## config.mk

```make
export PLATFORM = sky130hd
export DESIGN_NAME = adc_sequencer
export DESIGN_NICKNAME = d
export VERILOG_FILES = /design/src/design/host_watchdog.v /design/src/design/adc_sequencer.v
export VERILOG_INCLUDE_DIRS = /design/src /design/src/design
export SDC_FILE = /design/constraint.sdc
export NUM_CORES = 1
export LEC_CHECK = 0
export ABC_AREA = 1
export BUFFER_PORTS_ARGS = -buffer_cell sky130_fd_sc_hd__buf_2
export CAP_MARGIN = 0
export CELL_PAD_IN_SITES_DETAIL_PLACEMENT = 1
export CELL_PAD_IN_SITES_GLOBAL_PLACEMENT = 1
export CORE_AREA = 2 2 113 126
export DETAILED_ROUTE_END_ITERATION = 6
export DIE_AREA = 0 0 115 128
export GPL_TIMING_DRIVEN = 0
export PLACE_DENSITY = 0.74
export SYNTH_ARGS = -nofsm -noshare
export SYNTH_HDL_FRONTEND = slang
export SYNTH_SLANG_ARGS = --single-unit
```

## constraint.sdc

```tcl
create_clock -name clk_sys -period 2.25 [get_ports clk_sys]
set_input_delay 0.225 -clock clk_sys [delete_from_list [all_inputs] [get_ports clk_sys]]
set_output_delay 0.225 -clock clk_sys [all_outputs]
set_load 0.05 [all_outputs]
```

## src/design/adc_seq_defs.vh

```
// Timing and field constants for the recirculating converter sequencer.
`ifndef ADC_SEQ_DEFS_VH
`define ADC_SEQ_DEFS_VH
`define CLK_HZ          8000000
`define SLOW_CLK_HZ     1000000
`define NIBBLE_COUNT    5
`define NIBBLE_BITS     6
`define TRACK_US        100
`define TRACK_CYCLES    ((`TRACK_US * (`CLK_HZ / 1000000)))
`define AZ_US           200
`define AZ_CYCLES       ((`AZ_US * (`CLK_HZ / 1000000)))
`define BIT_CYCLES      16
`define STORE_CYCLES    64
`define PRECHARGE_CYCLES 32
`define WDOG_MS         1500
`define WDOG_CYCLES     ((`WDOG_MS * (`CLK_HZ / 1000)))
`define REBOOT_US       100
`define REBOOT_CYCLES   ((`REBOOT_US * (`CLK_HZ / 1000000)))
`define MODE_IDLE       2'h0
`define MODE_AUTOZERO   2'h1
`define MODE_COMPARE    2'h2
`define MODE_STORE      2'h3
`endif

```

## src/design/host_watchdog.v

```verilog
// Watchdog that pulls the host reset low after select inactivity.
`timescale 1ns/10ps
`include "adc_seq_defs.vh"
module host_watchdog #(
	parameter integer TIMEOUT_CYCLES = `WDOG_CYCLES,
	parameter integer PULSE_CYCLES   = `REBOOT_CYCLES
) (
	input  wire clk_sys,
	input  wire rst,
	input  wire kick,
	output reg  host_reboot_n
);

	reg [31:0] count_r;

	always @(posedge clk_sys) begin
		if (rst) begin
			count_r       <= 32'h0;
			host_reboot_n <= 1'b1;
		end else if (!host_reboot_n) begin
			// While the host sits in reset it cannot read, so the pulse ends on time, not on activity.
			if (count_r >= PULSE_CYCLES - 1) begin
				count_r       <= 32'h0;
				host_reboot_n <= 1'b1;
			end else begin
				count_r <= count_r + 32'h1;
			end
		end else if (kick) begin
			count_r <= 32'h0;
		end else if (count_r >= TIMEOUT_CYCLES - 1) begin
			count_r       <= 32'h0;
			host_reboot_n <= 1'b0;
		end else begin
			count_r <= count_r + 32'h1;
		end
	end

endmodule // host_watchdog

```

## src/design/adc_sequencer.v

```verilog
// Timing and data control for the recirculating-remainder converter.
`timescale 1ns/10ps
`include "adc_seq_defs.vh"
module adc_sequencer #(
	parameter integer WDOG_TIMEOUT   = `WDOG_CYCLES,
	parameter integer REBOOT_LEN     = `REBOOT_CYCLES,
	parameter integer TRACK_LEN      = `TRACK_CYCLES,
	parameter integer AZ_LEN         = `AZ_CYCLES,
	parameter integer BIT_LEN        = `BIT_CYCLES,
	parameter integer STORE_LEN      = `STORE_CYCLES,
	parameter integer PRECHARGE_LEN  = `PRECHARGE_CYCLES
) (
	input  wire       clk_sys,
	input  wire       rst,
	input  wire       conv_start_n,
	input  wire       result_select_n,
	input  wire       comparator_hi,
	input  wire       precharge_en,
	output reg  [5:0] nibble_bus,
	output reg  [5:0] ladder_sw,
	output reg  [1:0] amp_mode,
	output reg        store_sel,
	output reg        data_ready_n,
	output wire       host_reboot_n,
	output reg        clk_1mhz,
	output reg        precharge_ctl,
	output reg        hold_ctl,
	output reg        sample_phase_a,
	output reg        sample_phase_b,
	output reg        busy
);

	localparam [2:0] ST_IDLE   = 3'h0;
	localparam [2:0] ST_TRACK  = 3'h1;
	localparam [2:0] ST_AZ     = 3'h2;
	localparam [2:0] ST_CMP    = 3'h3;
	localparam [2:0] ST_STORE  = 3'h4;
	localparam [2:0] ST_PRECHG = 3'h5;

	localparam integer DIV_HALF = `CLK_HZ / `SLOW_CLK_HZ / 2;

	////////////////////////////////////////////////////////////////////////////////
	// Input synchronisers and edge detection.

	reg [1:0] start_sync_r;
	reg [1:0] sel_sync_r;
	reg [1:0] cmp_sync_r;
	reg [1:0] pre_sync_r;
	reg       start_prev_r;
	reg       sel_prev_r;
	wire      start_fall;
	wire      sel_fall;

	always @(posedge clk_sys) begin
		if (rst) begin
			start_sync_r <= 2'h3;
			sel_sync_r   <= 2'h3;
			cmp_sync_r   <= 2'h0;
			pre_sync_r   <= 2'h0;
			start_prev_r <= 1'b1;
			sel_prev_r   <= 1'b1;
		end else begin
			start_sync_r <= {start_sync_r[0], conv_start_n};
			sel_sync_r   <= {sel_sync_r[0], result_select_n};
			cmp_sync_r   <= {cmp_sync_r[0], comparator_hi};
			pre_sync_r   <= {pre_sync_r[0], precharge_en};
			start_prev_r <= start_sync_r[1];
			sel_prev_r   <= sel_sync_r[1];
		end
	end

	assign start_fall = start_prev_r & ~start_sync_r[1];
	assign sel_fall   = sel_prev_r & ~sel_sync_r[1];

	////////////////////////////////////////////////////////////////////////////////
	// Clock divider for the display controller.

	reg [2:0] div_r;

	always @(posedge clk_sys) begin
		if (rst) begin
			div_r    <= 3'h0;
			clk_1mhz <= 1'b0;
		end else if (div_r == DIV_HALF[2:0] - 3'h1) begin
			div_r    <= 3'h0;
			clk_1mhz <= ~clk_1mhz;
		end else begin
			div_r <= div_r + 3'h1;
		end
	end

	////////////////////////////////////////////////////////////////////////////////
	// Conversion sequencer.

	reg [2:0]  state_r;
	reg [15:0] tmr_r;
	reg [2:0]  bit_r;
	reg [2:0]  intv_r;
	reg [5:0]  nib_r [0:4];
	reg [2:0]  rd_ptr_r;
	integer    i;

	// Ladder value with the trial bit set.
	function [5:0] trial_mask;
		input [2:0] b;
		begin
			trial_mask = 6'h01 << b;
		end
	endfunction

	always @(posedge clk_sys) begin
		if (rst) begin
			state_r        <= ST_IDLE;
			tmr_r          <= 16'h0;
			bit_r          <= 3'h5;
			intv_r         <= 3'h0;
			ladder_sw      <= 6'h00;
			amp_mode       <= `MODE_IDLE;
			store_sel      <= 1'b0;
			data_ready_n   <= 1'b1;
			rd_ptr_r       <= 3'h0;
			nibble_bus     <= 6'h00;
			precharge_ctl  <= 1'b0;
			hold_ctl       <= 1'b0;
			sample_phase_a <= 1'b0;
			sample_phase_b <= 1'b0;
			busy           <= 1'b0;
			for (i = 0; i < 5; i = i + 1)
				nib_r[i] <= 6'h00;
		end else begin
			// A select falling edge hands out the next stored nibble.
			if (sel_fall && rd_ptr_r < `NIBBLE_COUNT) begin
				nibble_bus <= nib_r[rd_ptr_r];
				rd_ptr_r   <= rd_ptr_r + 3'h1;
				if (rd_ptr_r == `NIBBLE_COUNT - 1)
					data_ready_n <= 1'b1;
			end
			// A new start aborts whatever is running; the host owns the pacing.
			if (start_fall) begin
				state_r        <= ST_TRACK;
				tmr_r          <= 16'h0;
				data_ready_n   <= 1'b1;
				rd_ptr_r       <= 3'h0;
				intv_r         <= 3'h0;
				store_sel      <= 1'b0;
				ladder_sw      <= 6'h00;
				amp_mode       <= `MODE_IDLE;
				busy           <= 1'b1;
				sample_phase_a <= 1'b1;
				sample_phase_b <= 1'b1;
				hold_ctl       <= 1'b0;
				precharge_ctl  <= 1'b0;
			end else begin
				case (state_r)
				ST_IDLE: begin
					amp_mode <= `MODE_IDLE;
				end
				ST_TRACK: begin
					if (tmr_r == TRACK_LEN / 2)
						sample_phase_b <= 1'b0;
					if (tmr_r >= TRACK_LEN - 1) begin
						sample_phase_a <= 1'b0;
						hold_ctl       <= 1'b1;
						tmr_r          <= 16'h0;
						state_r        <= ST_AZ;
						amp_mode       <= `MODE_AUTOZERO;
					end else begin
						tmr_r <= tmr_r + 16'h1;
					end
				end
				ST_AZ: begin
					if (tmr_r >= AZ_LEN - 1) begin
						tmr_r     <= 16'h0;
						bit_r     <= 3'h5;
						ladder_sw <= trial_mask(3'h5);
						state_r   <= ST_CMP;
						amp_mode  <= `MODE_COMPARE;
					end else begin
						tmr_r <= tmr_r + 16'h1;
					end
				end
				ST_CMP: begin
					if (tmr_r >= BIT_LEN - 1) begin
						tmr_r <= 16'h0;
						// Comparator high means ladder exceeds input: reopen the trial bit.
						if (cmp_sync_r[1])
							ladder_sw <= ladder_sw & ~trial_mask(bit_r);
						if (bit_r == 3'h0) begin
							nib_r[intv_r] <= cmp_sync_r[1] ? (ladder_sw & ~trial_mask(bit_r))
							                               : ladder_sw;
							state_r  <= ST_STORE;
							amp_mode <= `MODE_STORE;
						end else begin
							bit_r     <= bit_r - 3'h1;
							ladder_sw <= (cmp_sync_r[1] ? (ladder_sw & ~trial_mask(bit_r)) : ladder_sw)
							             | trial_mask(bit_r - 3'h1);
						end
					end else begin
						tmr_r <= tmr_r + 16'h1;
					end
				end
				ST_STORE: begin
					if (tmr_r >= STORE_LEN - 1) begin
						tmr_r     <= 16'h0;
						store_sel <= ~store_sel;
						ladder_sw <= 6'h00;
						if (intv_r == `NIBBLE_COUNT - 1) begin
							data_ready_n <= 1'b0;
							rd_ptr_r     <= 3'h0;
							amp_mode     <= `MODE_IDLE;
							hold_ctl     <= 1'b0;
							busy         <= 1'b0;
							state_r      <= pre_sync_r[1] ? ST_PRECHG : ST_IDLE;
							precharge_ctl <= pre_sync_r[1];
						end else begin
							intv_r    <= intv_r + 3'h1;
							bit_r     <= 3'h5;
							ladder_sw <= trial_mask(3'h5);
							state_r   <= ST_CMP;
							amp_mode  <= `MODE_COMPARE;
						end
					end else begin
						tmr_r <= tmr_r + 16'h1;
					end
				end
				ST_PRECHG: begin
					if (tmr_r >= PRECHARGE_LEN - 1) begin
						tmr_r         <= 16'h0;
						precharge_ctl <= 1'b0;
						state_r       <= ST_IDLE;
					end else begin
						tmr_r <= tmr_r + 16'h1;
					end
				end
				default: begin
					state_r <= ST_IDLE;
				end
				endcase
			end
		end
	end

	////////////////////////////////////////////////////////////////////////////////
	// Host watchdog.

	host_watchdog #(
		.TIMEOUT_CYCLES (WDOG_TIMEOUT),
		.PULSE_CYCLES   (REBOOT_LEN)
	) u_wdog (
		.clk_sys       (clk_sys),
		.rst           (rst),
		.kick          (sel_fall),
		.host_reboot_n (host_reboot_n)
	);

endmodule // adc_sequencer

```

# After elaboration in Yosys (flattened, before gate mapping)
# Memories as Yosys holds them, arrays and structs flattened. A register that Yosys moved wholly into a read port is not among the register bits.
# Index checks and enable logic that the tools add are counted.
dict set report totals {
  n_memories 1
  ram_bits 30
  word_cells 188
  in_bits 6
  register_bits 90
  out_inout_bits 23
}
dict set report op_classes {
  add_sub_neg 6
  eq_ne 25
  n_bitwise 12
  mux 80
  shift 2
  n_reduce_logical 29
  n_lt_le_gt_ge 8
}
# memory depth width read_ports rd_clocked_by_memory_dff write_ports line_no
set mem_list {}
lappend mem_list {nib_r 5 6 1 1 5 adc_sequencer.v:99} ;# reg [5:0] nib_r [0:4];
# cell n
set op_table {}
lappend op_table {{$mux W32} 4}
lappend op_table {{$mux W16} 5}
lappend op_table {{$pmux W16 S5} 1}
lappend op_table {{$mux W3} 18}
lappend op_table {{$mux W6} 7}
lappend op_table {{$mux W1} 33}
lappend op_table {{$add A32 B1 Y32 const B} 1}
lappend op_table {{$ge A32 B10 Y1 const B} 1}
lappend op_table {{$ge A32 B24 Y1 const B} 1}
lappend op_table {{$reduce_and A7 Y1} 3}
lappend op_table {{$ne A2 B2 Y1 const B} 10}
lappend op_table {{$ne A3 B3 Y1 const B} 6}
lappend op_table {{$pmux W3 S6} 1}
lappend op_table {{$pmux W6 S3} 1}
lappend op_table {{$add A16 B1 Y16 const B} 1}
lappend op_table {{$eq A16 B9 Y1 const B} 1}
lappend op_table {{$ge A16 B10 Y1 const B} 1}
lappend op_table {{$ge A16 B11 Y1 const B} 1}
lappend op_table {{$ge A16 B4 Y1 const B} 1}
lappend op_table {{$ge A16 B5 Y1 const B} 1}
lappend op_table {{$ge A16 B6 Y1 const B} 1}
lappend op_table {{$reduce_bool A2 Y1} 8}
lappend op_table {{$eq A3 B3 Y1 const B} 4}
lappend op_table {{$mux W2} 6}
lappend op_table {{24 further kinds} 45}

# Longest topological paths before layout
dict set report logic_depth {
  ltp_word 9
  mapped_depth 13
  ltp_nobuf 13
}

# By module
# A second synthesis with hierarchy kept.
dict set report unflattened {
  cells_unflattened 779
  area_unflattened_um2 6025.8
}
# mod n_inst cells_each area_each_um2
set by_module_without_submodules {}
lappend by_module_without_submodules {adc_sequencer 1 551 4433.0}
lappend by_module_without_submodules {host_watchdog 1 228 1592.8}

# Least setup slack after synthesis
# OpenSTA, ideal clock, no wires.
dict set report synth_timing {
  path_kind {register -> register}
  start {register bit_r[0]}
  end {memory nib_r[0][0] (enable)}
  setup_time_ns 0.318
  n_path_buf 0
  path_slack_ns 0.422
  required_ns 1.932
  path_stages_with_launch 9
  period_less_slack_ns 1.828
  arrival_time_ns 1.510
  path_cell_list {dfxtp_1 inv_1 ha_1 nand2_1 nor2_2 nand3_2 nor2_2 nand2_1 nand2_1}
}
# element line_no
set synth_rtl {}
lappend synth_rtl {{from (decl)} adc_sequencer.v:97} ;# reg [2:0] bit_r;
lappend synth_rtl {{from (signal assigned)} adc_sequencer.v:194} ;# bit_r <= bit_r - 3'h1;
lappend synth_rtl {{to (decl)} adc_sequencer.v:99}

==> summary.md <==
| Metric | Value |
|---|---|
| Status | `completed` |
| Vias in the first global route | `5374` |
| Largest net degree at the start of global routing | `17` |
| Max Slew Vio Count | `0` |
| First-pass GRT wire length | `26200 um` |
| Io pins | `29` |
| Layout cell share with drive strength beyond 1 | `14.3%` |
| Clock slew at reported path FFs | `0.06 ns` |
| VDD IR-drop max | `0.000685 V` |
| DP HPWL | `11300 um` |
| Sequential fraction of the synthesis area | `47.6%` |
| Final instance area | `6950 um2` |
| Syn Area/Cell | `7.88 um2` |
| Post-synth top cells | `nand2_1, nor2_1, dfxtp_1` |
| Clock Path Buffers | `2` |
| Final std cells w/o fill | `987` |
| Tcrit/Tclk final | `94.2%` |
| Clock Sinks | `126` |
| FMAX | `472 MHz` |
| Final GP Congestion | `0.854` |
| Routed wire per std cell | `15.8 um` |
| Switching power | `2490 uW` |
| Sequential Power Share | `36.2%` |
| IO buf count | `27` |
| Overflow after GRT | `0` |
| Relative slew slack | `50.3%` |
| Gate power share | `25.7%` |
| Gate count of the mapped netlist | `753` |
| Final WL | `15600 um` |
| Worst-margin pin slew | `0.745 ns` |
| Crit path max fanout | `8` |
| CTS tree | `built` |
| Die Height | `128 um` |
| Vias per inst | `5.21` |
| Leading area contributor after synthesis | `dfxtp_1` |
| Clock network fraction of total power | `38.1%` |
| Area delta synth->final | `17.1%` |
| Leakage | `0.00295 uW` |
| Leading register cell type out of synthesis | `dfxtp_1` |
| Diodes inserted | `0` |
| Yosys reg bits | `126` |
| Synth cell types | `46` |
| Number of flops mapped to enable cells by yosys | `30` |
| Antenna violations before repair | `0` |
| Final min period | `2.12 ns` |
| Die W | `115 um` |
| Final setup TNS | `0 ns` |
| DP Area | `6300 um2` |
| Starting Density | `43.9%` |
| Final setup vio count | `0` |
| RSZ-0062 raised after global routing | `false` |
| Cell row count | `45` |
| Syn. warnings | `0` |
| CTS Buf Count | `17` |
| Max-cap violations | `0` |
| Mapped cell area | `5930 um2` |
| Worst Path Class, Setup | `register to register` |
| Clock latency on the worst-skew pair | `0.43 ns` |
| Antenna Nets Post-Route | `0` |
| Worst path arrival time | `2.25 ns` |
| DIE AREA | `14700 um2` |
| Global-route usage over all layers | `22.9%` |
| Dpl cells | `951` |
| H-tree Lvls | `4` |
| Final Hold Fails | `0` |
| CP endpoint kind | `register` |
| Yosys top cell area share | `32.4%` |
| Power Internal | `4740 uW` |
| 1st-iter DRT viols | `184` |
| Sw frac | `34.4%` |
| DRC | `0` |
| Power density over the cells | `1040 nW/um2` |
| TritonRoute pass-1 iters | `4` |
| Clock skew | `0.00665 ns` |
| Via count | `5147` |
| Post-synth ARST share | `0%` |
| Setup crit start kind | `register` |
| WP data required | `2.38 ns` |
| CTS Root Cell | `clkbuf_16` |
| Synth top area cells | `dfxtp_1, edfxtp_1, nand2_1` |
| Nets@finish | `831` |
| HP Class | `input pin to register` |
| Core Area | `13500 um2` |
==> logic make-up (layout without fill, tap and decap cells) <==
logic type                 after synthesis  after routing  synth area share [%]
and+or+nand+nor                        401            401                  30.0
DFF                                    126            126                  47.6
buffers and inverters                  100            163                  6.79
AOI/OAI and AO/OA                       85             85                  8.65
xor gates and xnor gates                24             24                  3.54
adders and majority gates               15             15                  3.16
other                                    1              8                0.0632
muxes                                    1              1                 0.169
==> sequential cells by signal, summed over array words and instances, names as in the netlist, 2 cells and up <==
name and count:
pre_sync_r 2, div_r 3, cmp_sync_r 2, intv_r 3
bit_r 3, nibble_bus 6, start_sync_r 2, nib_r 30
rd_ptr_r 3, u_wdog.count_r 32, ladder_sw 6, sel_sync_r 2
state_r 3, amp_mode 2, tmr_r 16
==> through the flow <==
step / setup slack (ns) / util [%] / power, uW / hold WS [ns]
6_report: 0.131 / 51.4 / 7220 / 0.221
3_5_place_dp: -0.0558 / 46.6 / 4480 / 0.398
4_1_cts: 0.0108 / 51.3 / 7260 / 0.213
2_1_floorplan: 0.422 / - / 4010 / 0.329
3_3_place_gp: 0.0290 / 46.6 / 4420 / 0.392
5_1_grt: 0.00433 / 51.4 / 7620 / 0.230
==> power groups by stage <==
stage                     clock network (uW)  registers [uW]  logic, uW
final                                   2750            2610       1860
after global routing                    2900            2630       2090
after CTS                               2800            2610       1850
after detailed placement                   0            2650       1820
after global placement                     0            2640       1780
after floorplan                            0            2810       1200
==> worst paths after layout <==
check | startpoint | end | slack, ns | cells after the start
max | bit_r[0] | nib_r[2][0] | 0.13 | 8
min | rst | nibble_bus[0] | 0.22 | 2
max reg2reg | bit_r[0] | nib_r[2][0] | 0.13 | 8
min reg2reg | pre_sync_r[0] | pre_sync_r[1] | 0.40 | 2
==> what timing repair did <==
action,4_1_cts,5_1_grt
endpoints found under the setup margin,19,31
gates resized for setup,4,3
setup buffers,0,0
hold buffers,4,0
endpoints found under the hold margin,4,0
==> routing by layer <==
layer / global-route usage (%) / share of wire [%]
met5: 0 / 0
met4: 8.15 / 1.6
met3: 5.53 / 3.0
met2: 40.7 / 53
met1: 26.5 / 43
==> cells in the final DEF (no fill, tap or decap), types with 3 or more instances in the layout <==
cell | Yosys | layout
a21oi_1 | 30 | 30
a32o_1 | 5 | 5
buf_2 | 4 | 31
buf_6 | 3 | 3
bufinv_16 | 0 | 3
clkbuf_1 | 6 | 9
clkbuf_16 | 0 | 17
clkinv_2 | 0 | 3
conb_1 | 1 | 8
dfxtp_1 | 96 | 96
dlygate4sd3_1 | 0 | 4
edfxtp_1 | 30 | 30
ha_1 | 15 | 15
inv_1 | 79 | 79
inv_2 | 7 | 7
nand2_1 | 149 | 145
nand2_2 | 11 | 14
nand2_4 | 3 | 4
nand3_1 | 36 | 36
nand3_2 | 3 | 3
nand4_1 | 7 | 7
nor2_1 | 149 | 149
nor2_2 | 12 | 11
nor2_4 | 4 | 5
nor3_1 | 12 | 12
nor4_1 | 3 | 3
o21ai_0 | 22 | 22
o21ai_1 | 10 | 10
o221ai_1 | 5 | 5
or2_2 | 6 | 6
xnor2_1 | 4 | 4
xor2_1 | 20 | 20
==> critical path: stages, from the launching register on <==
cell     delay (ns)
dfxtp_1        0.36
inv_1          0.16
ha_1           0.24
nand2_2        0.18
nor2_4         0.19
nand3_2        0.12
nor2_2         0.15
nand2_1        0.24
nand2_4        0.18
==> area by class of cell <==
class | instances | area [um2]
plain buffers | 14 | 80.1
clock buffers | 20 | 437
clock inverters | 12 | 145
fillers | 1658 | 6570
inverters | 86 | 323
multi-input cells | 534 | 2760
flip-flops and latches | 126 | 2820
well taps | 164 | 205
repair buffers | 31 | 175
No activity file was read; power rests on OpenSTA's default activity.
